$ cat src/verilog/toil_pkg.sv
package toil_pkg;
    // Timing
    localparam int unsigned CLK_HZ = 10_000_000;
    localparam int unsigned TRIP_PULSE_MS = 50;
    localparam int unsigned CONTACT1_PULSE_MS = 400;
    localparam int unsigned LATCH_DAYS = 3;
    localparam int unsigned FLASH_HALF_MS = 250;
    localparam int unsigned MS_CYCLES = CLK_HZ / 1000;
    localparam int unsigned TRIP_PULSE_CYC = TRIP_PULSE_MS * MS_CYCLES;
    localparam int unsigned CONTACT1_PULSE_CYC = CONTACT1_PULSE_MS * MS_CYCLES;
    localparam int unsigned FLASH_HALF_CYC = FLASH_HALF_MS * MS_CYCLES;
    localparam longint unsigned LATCH_CYC = 64'(LATCH_DAYS) * 64'd86400 * 64'(CLK_HZ);
    // Stage index
    localparam int STG_PH1 = 0;
    localparam int STG_PH2 = 1;
    localparam int STG_EF1 = 2;
    localparam int STG_EF2 = 3;
    localparam int NUM_STAGES = 4;

    typedef struct packed {
        logic [3:0] start;
        logic [3:0] trip;
    } toil_stage_s;

    typedef struct packed {
        logic [3:0] stage_led;
        logic healthy_led;
        logic ext_trip_led;
    } toil_led_s;

    typedef struct packed {
        logic contact_one;
        logic contact_two;
        logic contact_three;
        logic contact_four;
    } toil_contact_s;

    typedef enum logic [1:0] {
        PULSE_IDLE = 2'b00,
        PULSE_ON = 2'b01,
        PULSE_GAP = 2'b10
    } toil_pulse_e;
endpackage

$ cat src/verilog/toil_trip_output.sv
`timescale 1ns/10ps
//Contract
// RULE1: Stage LED flashes while started, steady once tripped.
// RULE2: Healthy LED lit only when powered and no hardware fault.
// RULE3: External-trip LED lit when trip came via external-trip input.
// RULE4: Trip-coil output pulses 50 ms, repeating until trip criteria reset.
// RULE5: Flag output pulses 50 ms independently, repeating until criteria reset.
// RULE6: Contact one pulses 0.4 s on any trip, not latched.
// RULE7: Contact two follows any trip, not latched.
// RULE8: Contact three latches 3 days on any trip; reset input clears early.
// RULE9: Contact four follows second phase stage start.
// RULE10: Any-trip is OR of four stage trips and external trip.
// RULE11: Logic input one acts as external trip by default.
// RULE12: Logic input two clears latched LEDs and contacts by default.
// RULE13: Default input mapping when switch mode and input-one switch on; code maps only with config mode off and aux switch on.
// RULE14: One fixed flash rate from a divided system clock.
module toil_trip_output
    import toil_pkg::*;
#(
    parameter int unsigned FLASH_CYC = FLASH_HALF_CYC,
    parameter int unsigned PULSE_CYC = TRIP_PULSE_CYC,
    parameter int unsigned C1_CYC = CONTACT1_PULSE_CYC,
    parameter longint unsigned LATCH_CYCLES = LATCH_CYC
) (
    // Clock and reset
    input wire logic I_SYS_CLK,
    input wire logic I_ARST_N,
    // Protection stages
    input wire toil_stage_s I_STAGE,
    // Health
    input wire logic I_CPU_POWERED,
    input wire logic I_HW_FAULT,
    // Logic inputs and switches (asynchronous pins)
    input wire logic I_LOGIC_INPUT_ONE,
    input wire logic I_LOGIC_INPUT_TWO,
    input wire logic I_SWITCH_IO_CONFIG_MODE,
    input wire logic I_SWITCH_INPUT_ONE_AUX,
    // Indications and outputs
    output toil_led_s O_LED,
    output logic O_TRIP_COIL,
    output logic O_FLAG_IND,
    output toil_contact_s O_CONTACT,
    output logic O_ANY_TRIP
);
    typedef struct packed {
        logic [1:0] in1_sync;
        logic [1:0] in2_sync;
        logic [1:0] mode_sync;
        logic [1:0] aux_sync;
        logic [31:0] flash_cnt;
        logic flash_phase;
        toil_pulse_e coil_st;
        logic [31:0] coil_cnt;
        toil_pulse_e flag_st;
        logic [31:0] flag_cnt;
        logic any_trip_d;
        logic [31:0] c1_cnt;
        logic [63:0] latch_cnt;
        logic ext_led;
        logic [3:0] stage_led;
        logic healthy;
        logic any_trip;
        toil_contact_s contact;
    } toil_state_s;

    toil_state_s st_r;
    toil_state_s st_nxt;

    logic default_map;
    logic ext_trip;
    logic reset_latch;
    logic any_trip;

    // Logic inputs and switches used only after two-stage sync
    assign default_map = ~st_r.mode_sync[1] & st_r.aux_sync[1]; // see RULE13
    assign ext_trip = default_map & st_r.in1_sync[1]; // see RULE11
    assign reset_latch = default_map & st_r.in2_sync[1]; // see RULE12
    assign any_trip = (|I_STAGE.trip) | ext_trip; // see RULE10

    always_comb begin
        st_nxt = st_r;
        st_nxt.in1_sync = {st_r.in1_sync[0], I_LOGIC_INPUT_ONE};
        st_nxt.in2_sync = {st_r.in2_sync[0], I_LOGIC_INPUT_TWO};
        st_nxt.mode_sync = {st_r.mode_sync[0], I_SWITCH_IO_CONFIG_MODE};
        st_nxt.aux_sync = {st_r.aux_sync[0], I_SWITCH_INPUT_ONE_AUX};
        st_nxt.any_trip = any_trip;
        st_nxt.any_trip_d = any_trip;
        // Flash divider; slow enough to read by eye
        if (st_r.flash_cnt >= FLASH_CYC - 1) begin // see RULE14
            st_nxt.flash_cnt = '0;
            st_nxt.flash_phase = ~st_r.flash_phase;
        end else begin
            st_nxt.flash_cnt = st_r.flash_cnt + 32'h1;
        end
        for (int i = 0; i < NUM_STAGES; i++) begin
            st_nxt.stage_led[i] = I_STAGE.trip[i] | (I_STAGE.start[i] & st_r.flash_phase); // see RULE1
        end
        st_nxt.healthy = I_CPU_POWERED & ~I_HW_FAULT; // see RULE2
        // External-trip LED latches until reset input; set wins
        if (ext_trip) begin // see RULE3
            st_nxt.ext_led = 1'b1;
        end else if (reset_latch) begin
            st_nxt.ext_led = 1'b0;
        end
        // Trip coil pulse train
        unique case (st_r.coil_st) // see RULE4
            PULSE_IDLE: begin
                st_nxt.coil_cnt = '0;
                if (any_trip) begin
                    st_nxt.coil_st = PULSE_ON;
                end
            end
            PULSE_ON: begin
                st_nxt.coil_cnt = st_r.coil_cnt + 32'h1;
                if (st_r.coil_cnt >= PULSE_CYC - 1) begin
                    st_nxt.coil_cnt = '0;
                    st_nxt.coil_st = PULSE_GAP;
                end
            end
            PULSE_GAP: begin
                st_nxt.coil_cnt = '0;
                st_nxt.coil_st = any_trip ? PULSE_ON : PULSE_IDLE;
            end
            default: begin
                st_nxt.coil_st = PULSE_IDLE;
            end
        endcase
        // Flag indicator, own timer
        unique case (st_r.flag_st) // see RULE5
            PULSE_IDLE: begin
                st_nxt.flag_cnt = '0;
                if (any_trip) begin
                    st_nxt.flag_st = PULSE_ON;
                end
            end
            PULSE_ON: begin
                st_nxt.flag_cnt = st_r.flag_cnt + 32'h1;
                if (st_r.flag_cnt >= PULSE_CYC - 1) begin
                    st_nxt.flag_cnt = '0;
                    st_nxt.flag_st = PULSE_GAP;
                end
            end
            PULSE_GAP: begin
                st_nxt.flag_cnt = '0;
                st_nxt.flag_st = any_trip ? PULSE_ON : PULSE_IDLE;
            end
            default: begin
                st_nxt.flag_st = PULSE_IDLE;
            end
        endcase
        // Contact one: fixed pulse on rising any-trip
        if (any_trip & ~st_r.any_trip_d) begin // see RULE6
            st_nxt.c1_cnt = 32'(C1_CYC);
        end else if (st_r.c1_cnt != '0) begin
            st_nxt.c1_cnt = st_r.c1_cnt - 32'h1;
        end
        st_nxt.contact.contact_one = (st_nxt.c1_cnt != '0);
        st_nxt.contact.contact_two = any_trip; // see RULE7
        // Contact three: timed latch, set beats reset
        if (any_trip) begin // see RULE8
            st_nxt.latch_cnt = LATCH_CYCLES;
        end else if (reset_latch) begin
            st_nxt.latch_cnt = '0;
        end else if (st_r.latch_cnt != '0) begin
            st_nxt.latch_cnt = st_r.latch_cnt - 64'h1;
        end
        st_nxt.contact.contact_three = (st_nxt.latch_cnt != '0);
        st_nxt.contact.contact_four = I_STAGE.start[STG_PH2]; // see RULE9
    end

    always_ff @(posedge I_SYS_CLK or negedge I_ARST_N) begin
        if (!I_ARST_N) begin
            st_r <= '0;
        end else begin
            st_r <= st_nxt;
        end
    end

    assign O_LED.stage_led = st_r.stage_led;
    assign O_LED.healthy_led = st_r.healthy;
    assign O_LED.ext_trip_led = st_r.ext_led;
    assign O_TRIP_COIL = (st_r.coil_st == PULSE_ON);
    assign O_FLAG_IND = (st_r.flag_st == PULSE_ON);
    assign O_CONTACT = st_r.contact;
    assign O_ANY_TRIP = st_r.any_trip;
endmodule
$ cat config.mk
export PLATFORM = sky130hd
export DESIGN_NAME = toil_trip_output
export DESIGN_NICKNAME = d
export VERILOG_FILES = /design/src/verilog/toil_pkg.sv /design/src/verilog/toil_trip_output.sv
export SDC_FILE = /design/constraint.sdc
export NUM_CORES = 1
export LEC_CHECK = 0
export ABC_AREA = 1
export BUFFER_PORTS_ARGS = -buffer_cell sky130_fd_sc_hd__buf_2
export CORE_MARGIN = 10
export CORE_UTILIZATION = 40
export CTS_CLUSTER_SIZE = 20
export DETAILED_ROUTE_END_ITERATION = 8
export PLACE_DENSITY = 0.54
export SYNTH_ARGS = -nofsm -noshare
export SYNTH_HDL_FRONTEND = slang
export SYNTH_SLANG_ARGS = --single-unit
$ cat constraint.sdc
create_clock -name I_SYS_CLK -period 3.92 [get_ports I_SYS_CLK]
set_input_delay 0.196 -clock I_SYS_CLK [delete_from_list [all_inputs] [get_ports I_SYS_CLK]]
set_output_delay 0.196 -clock I_SYS_CLK [all_outputs]
set_load 0.05 [all_outputs]
# Word level (Yosys, flattened, before mapping)
# Cells that the tools add are included.
dict set report totals {
  ff_bits 215
}
dict set report classes {
  n_reduce_logical 14
  magnitude_cmp 3
  add_sub_neg 5
  muxes 16
  n_eq_ne 8
  n_bitwise 18
}
# op n
set ops {}
lappend ops {{two-way mux 64 bit} 3}
lappend ops {{case mux 32 bit (2 select lines)} 2}
lappend ops {{nonzero test 64 bit} 2}
lappend ops {{adder 32 x 1 -> 32 bit (second input constant)} 3}
lappend ops {{two-way mux 32 bit} 3}
lappend ops {{two-way mux 34 bit} 2}
lappend ops {{>= comparator 32 x 19 -> 1 bit (second input constant)} 2}
lappend ops {{nonzero test 32 bit} 2}
lappend ops {{subtractor 64 x 1 -> 64 bit (second input constant)} 1}
lappend ops {{>= comparator 32 x 22 -> 1 bit (second input constant)} 1}
lappend ops {{subtractor 32 x 1 -> 32 bit (second input constant)} 1}
lappend ops {{case mux 2 bit (3 select lines)} 2}
lappend ops {{AND 1 bit} 9}
lappend ops {{nonzero test 2 bit} 3}
lappend ops {{OR 1 bit} 5}
lappend ops {{== test 2 x 1 -> 1 bit (second input constant)} 2}
lappend ops {{== test 2 bit (second input constant)} 2}
lappend ops {{zero test 2 bit} 2}
lappend ops {{!= test 2 x 1 -> 1 bit (second input constant)} 2}
lappend ops {{!= test 2 bit (second input constant)} 2}
lappend ops {{NOT 1 bit} 4}
lappend ops {{AND reduction 2 bit} 2}
lappend ops {{OR reduction 2 bit} 2}
lappend ops {{OR reduction 4 bit} 1}
lappend ops {{other kinds (2)} 4}

# Logic depth before layout (Yosys ltp)
dict set report logic_depth {
  ltp_word 7
  ltp_mapped 18
}

# Worst setup path before layout
# Ideal clock, no wire load.
dict set report synth_timing {
  kind {flip-flop to flip-flop}
  from {register st_r[11] (netlist bit)}
  to {register st_r (netlist bit O_CONTACT[1])}
  t_required_ns 3.795
  path_buffers 0
  arrival_ns 1.871
  path_stages_with_launch 15
  synth_period_minus_slack_ns 1.996
  path_slack_ns 1.924
  cell_sequence {dfrtp_1 -> inv_1 -> ha_1 -> inv_1 -> nor2_2 -> nand2_1 -> nor2_1 -> nand2_1 -> xor2_1 -> nand3_1 -> nand2_1 -> nor2_1 -> nand2_1 -> nor2_1 -> nand3_1}
}
# item line_no
set synth_lines {}
lappend synth_lines {{start, declared} toil_trip_output.sv:66} ;# toil_state_s st_r;
lappend synth_lines {{start signal, assigned} toil_trip_output.sv:175} ;# st_r <= st_nxt;

==> metrics.md <==
| Metric | Value |
|---|---|
| Hold WC Path Type | `primary input to async pin` |
| Starting Density | `40.44%` |
| Count leader, synth | `nand2_1` |
| Setup tns final | `0 ns` |
| TritonCTS clock tree | `built` |
| CP Max Fanout | `51` |
| Final setup vio count | `0` |
| Slowest stage delay, CP | `0.40 ns` |
| Routability cong. | `0.8849` |
| Actual slew at the worst max-slew pin | `1.015 ns` |
| Max_cap viols | `0` |
| Worst vdd ir | `0.3133 mV` |
| Avg Inst Size Synth | `around 7.3 um2` |
| P&R area growth vs syn | `13.50%` |
| WL final | `slightly above 30 mm` |
| First drt pass iteration count | `5` |
| Area leader, netlist | `dfrtp_1` |
| Rows | `63` |
| Die area | `37290 um2` |
| Initial antenna violation count | `0` |
| Min Tclk post-route | `about 2.8 ns` |
| Top cell type's share of synthesized area | `between 40% and 50%` |
| Data arrival, critical path | `3.17 ns` |
| Proportion of layout cells with a drive suffix above 1 | `7.407%` |
| CTS clk-pin slew, worst paths | `0.06 ns` |
| Nets | `1705` |
| Detail Placement HPWL | `21.94 mm` |
| Outcome | `finished, final reports clean` |
| FF+latch count, synth | `215` |
| RSZ-0062 raised after global routing | `false` |
| Setup bufs post-CTS | `0` |
| Max_slew headroom | `around a third` |
| Die W | `193.1 um` |
| Core ar. | `around 30000 um2` |
| Seq/Total Area, Yosys | `44.89%` |
| EDFF count, synth | `0` |
| H-tree depth | `1` |
| Initial DRC count | `732` |
| Largest net degree at the start of global routing | `between 100 and 150` |
| Commonest cells in the synthesized netlist | `409 x nand2_1, 339 x nor2_1, 215 x dfrtp_1` |
| Number of I/O pins | `29` |
| Top cells by area, synth | `dfrtp_1 45%, nand2_1 13%, nor2_1 11%` |
| Crit. End Element | `flip-flop` |
| Final hold violations | `0` |
| CTS max path bufs | `3` |
| Wire per inst | `between 10 and 15 um` |
| Final Slew Violations | `0` |
| Leakage | `just under 7 nW` |
| Yosys warns | `0` |
| Grt total ovfl | `0` |
| DRC viols | `0` |
| Die height | `193.1 um` |
| First-pass GRT wire length | `51.33 mm` |
| Final hold slack | `0.2704 ns` |
| Slowest CP cell | `dfrtp_1` |
| DR vias | `10.18k` |
| CTS Buf Count | `26` |
| Vias per cell | `a little under 5` |
| Final Cycle Share | `70.18%` |
| Port Buf Inserts | `28` |
| Crit start category | `flip-flop` |
| Skew final | `0.01942 ns` |
| Clk Tree Root Cell | `clkbuf_16` |
| Synth async-reset ratio | `100.0%` |
| Total Routing Usage GR | `~17%` |
| Worst-path cell chain | `nor2_1 > nand2_1 > nor2_2 > nand2_2 > nor2_4 > nand2_4 > nand3_1 > nand3_1 > inv_1 > nand2_1 > nor2_1 > nand2_1 > nor2_1 > nand3_1` |
| Crit path kind | `flip-flop to flip-flop` |
| Max Freq | `0.3635 GHz` |
| Final core utilization | `between 40% and 50%` |
| PwrDens | `409.2 nW/um2` |
| CTS Sinks | `215` |
| Number of global-route vias before repair | `10.07k` |
| Post-Syn Instances | `1633` |
| Number of diodes | `0` |
| Post-synth top flop | `dfrtp_1` |
| Post-route ant nets | `0` |
| Library cells used by synthesis | `between 40 and 50` |
| Post-Syn Area | `11990 um2` |
| Clk_lat worst skew | `0.55 ns` |
| Worst EP required | `4.34 ns` |
[kinds of logic (layout without fill, tap and decap cells)]
logic type	Yosys count	in the layout	synth area share, %
XOR/XNOR	82	82	5.992
AND/OR/NAND/NOR	1004	1004	36.01
adder cells (fa/ha/maj)	7	7	0.7307
AO/OA/AOI/OAI	84	84	4.061
buffers and inverters	238	297	8.122
flip-flops	215	215	44.89
other	1	10	0.03129
multiplexers	2	2	0.1670
[stage by stage]
step,cell area [um2],worst slack [ns],power [W],instances
6_report,13600,1.169,0.005566,2091
2_1_floorplan,12020,1.924,0.002767,1642
3_5_place_dp,12500,1.250,0.002931,2029
4_1_cts,13600,1.221,0.005647,2091
5_1_grt,13600,0.9888,0.005835,2091
3_3_place_gp,12500,1.249,0.002928,2029
[where the power goes]
part	leakage (nW)	total [W]	internal (W)	switching (W)
clock	0.460	0.00266	0.00168	0.000987
combinational	3.54	0.000554	0.000184	0.000370
sequential	2.74	0.00235	0.00229	0.0000584
[state kept, by name, summed over array words and instances, names as in the netlist]
| register | cells |
|---|---|
| st_nxt | 4 |
| O_LED | 6 |
| st_r | 201 |
| O_CONTACT | 4 |
[path summary, 6_finish.rpt]
kind,from,to,slack (ns),depth (start not counted)
setup / recovery,st_r[27]$_DFF_PN0_,O_CONTACT[1]$_DFF_PN0_,1.17,14
max in group asynchronous,I_ARST_N,st_r[73]$_DFF_PN0_,2.69,3
min in group I_SYS_CLK,I_LOGIC_INPUT_TWO,st_nxt[214]$_DFF_PN0_,0.28,2
hold reg to reg,st_nxt[214]$_DFF_PN0_,st_r[214]$_DFF_PN0_,0.35,0
setup reg to reg,st_r[27]$_DFF_PN0_,O_CONTACT[1]$_DFF_PN0_,1.17,14
hold / removal,I_ARST_N,st_r[88]$_DFF_PN0_,0.27,2
[cell type report]
| class | count | area [um2] |
|---|---|---|
| multi-input combinational | 1189 | 5668 |
| fill | 3075 | 16040 |
| clock inverter | 13 | 245.2 |
| inverter | 198 | 743.2 |
| timing repair buffer | 52 | 367.9 |
| clock buffer | 34 | 710.7 |
| tap | 390 | 488.0 |
| sequential | 215 | 5380 |
[timing repair]
item,4_1_cts,5_1_grt
endpoints found under the hold margin,109,0
hold buffers,15,0
gates resized for setup,0,0
[per-layer routing]
metal  global-route usage [%]  share of wire [%]  vias to the layer above  wire length [um]
li1                         -                  -                     5204                 -
met1                    23.33                 48                     4703             14540
met2                    26.27                 44                      217             13510
met3                    2.410                4.6                       53              1408
met4                    5.178                3.0                        0               905
met5                        0                  0                        -                 0
[worst max-delay path, delay by kind of cell (launching register included)]
kind          cells  cell delay (ns)
buf+inv           1             0.06
simple gates     13             2.15
flops             1             0.40
[cells in the final DEF, fill, tap and decap left out, drive strengths merged]
cell type and n:
a21boi 2, a21o 3, a21oi 12, a31oi 2, and2 1, and3 1, buf 37, bufinv 6
clkbuf 34, clkinv 6, clkinvlp 2, conb 10, dfrtp 215, dlygate4sd3 15, ha 7, inv 197
mux2i 2, nand2 421, nand3 125, nand3b 16, nand4 32, nor2 367, nor3 30, nor3b 4
nor4 6, o2111ai 1, o211ai 2, o21ai 35, o22ai 24, o31ai 3, or2 1, xnor2 30
xor2 52
Power figures use the tool's default switching activity.
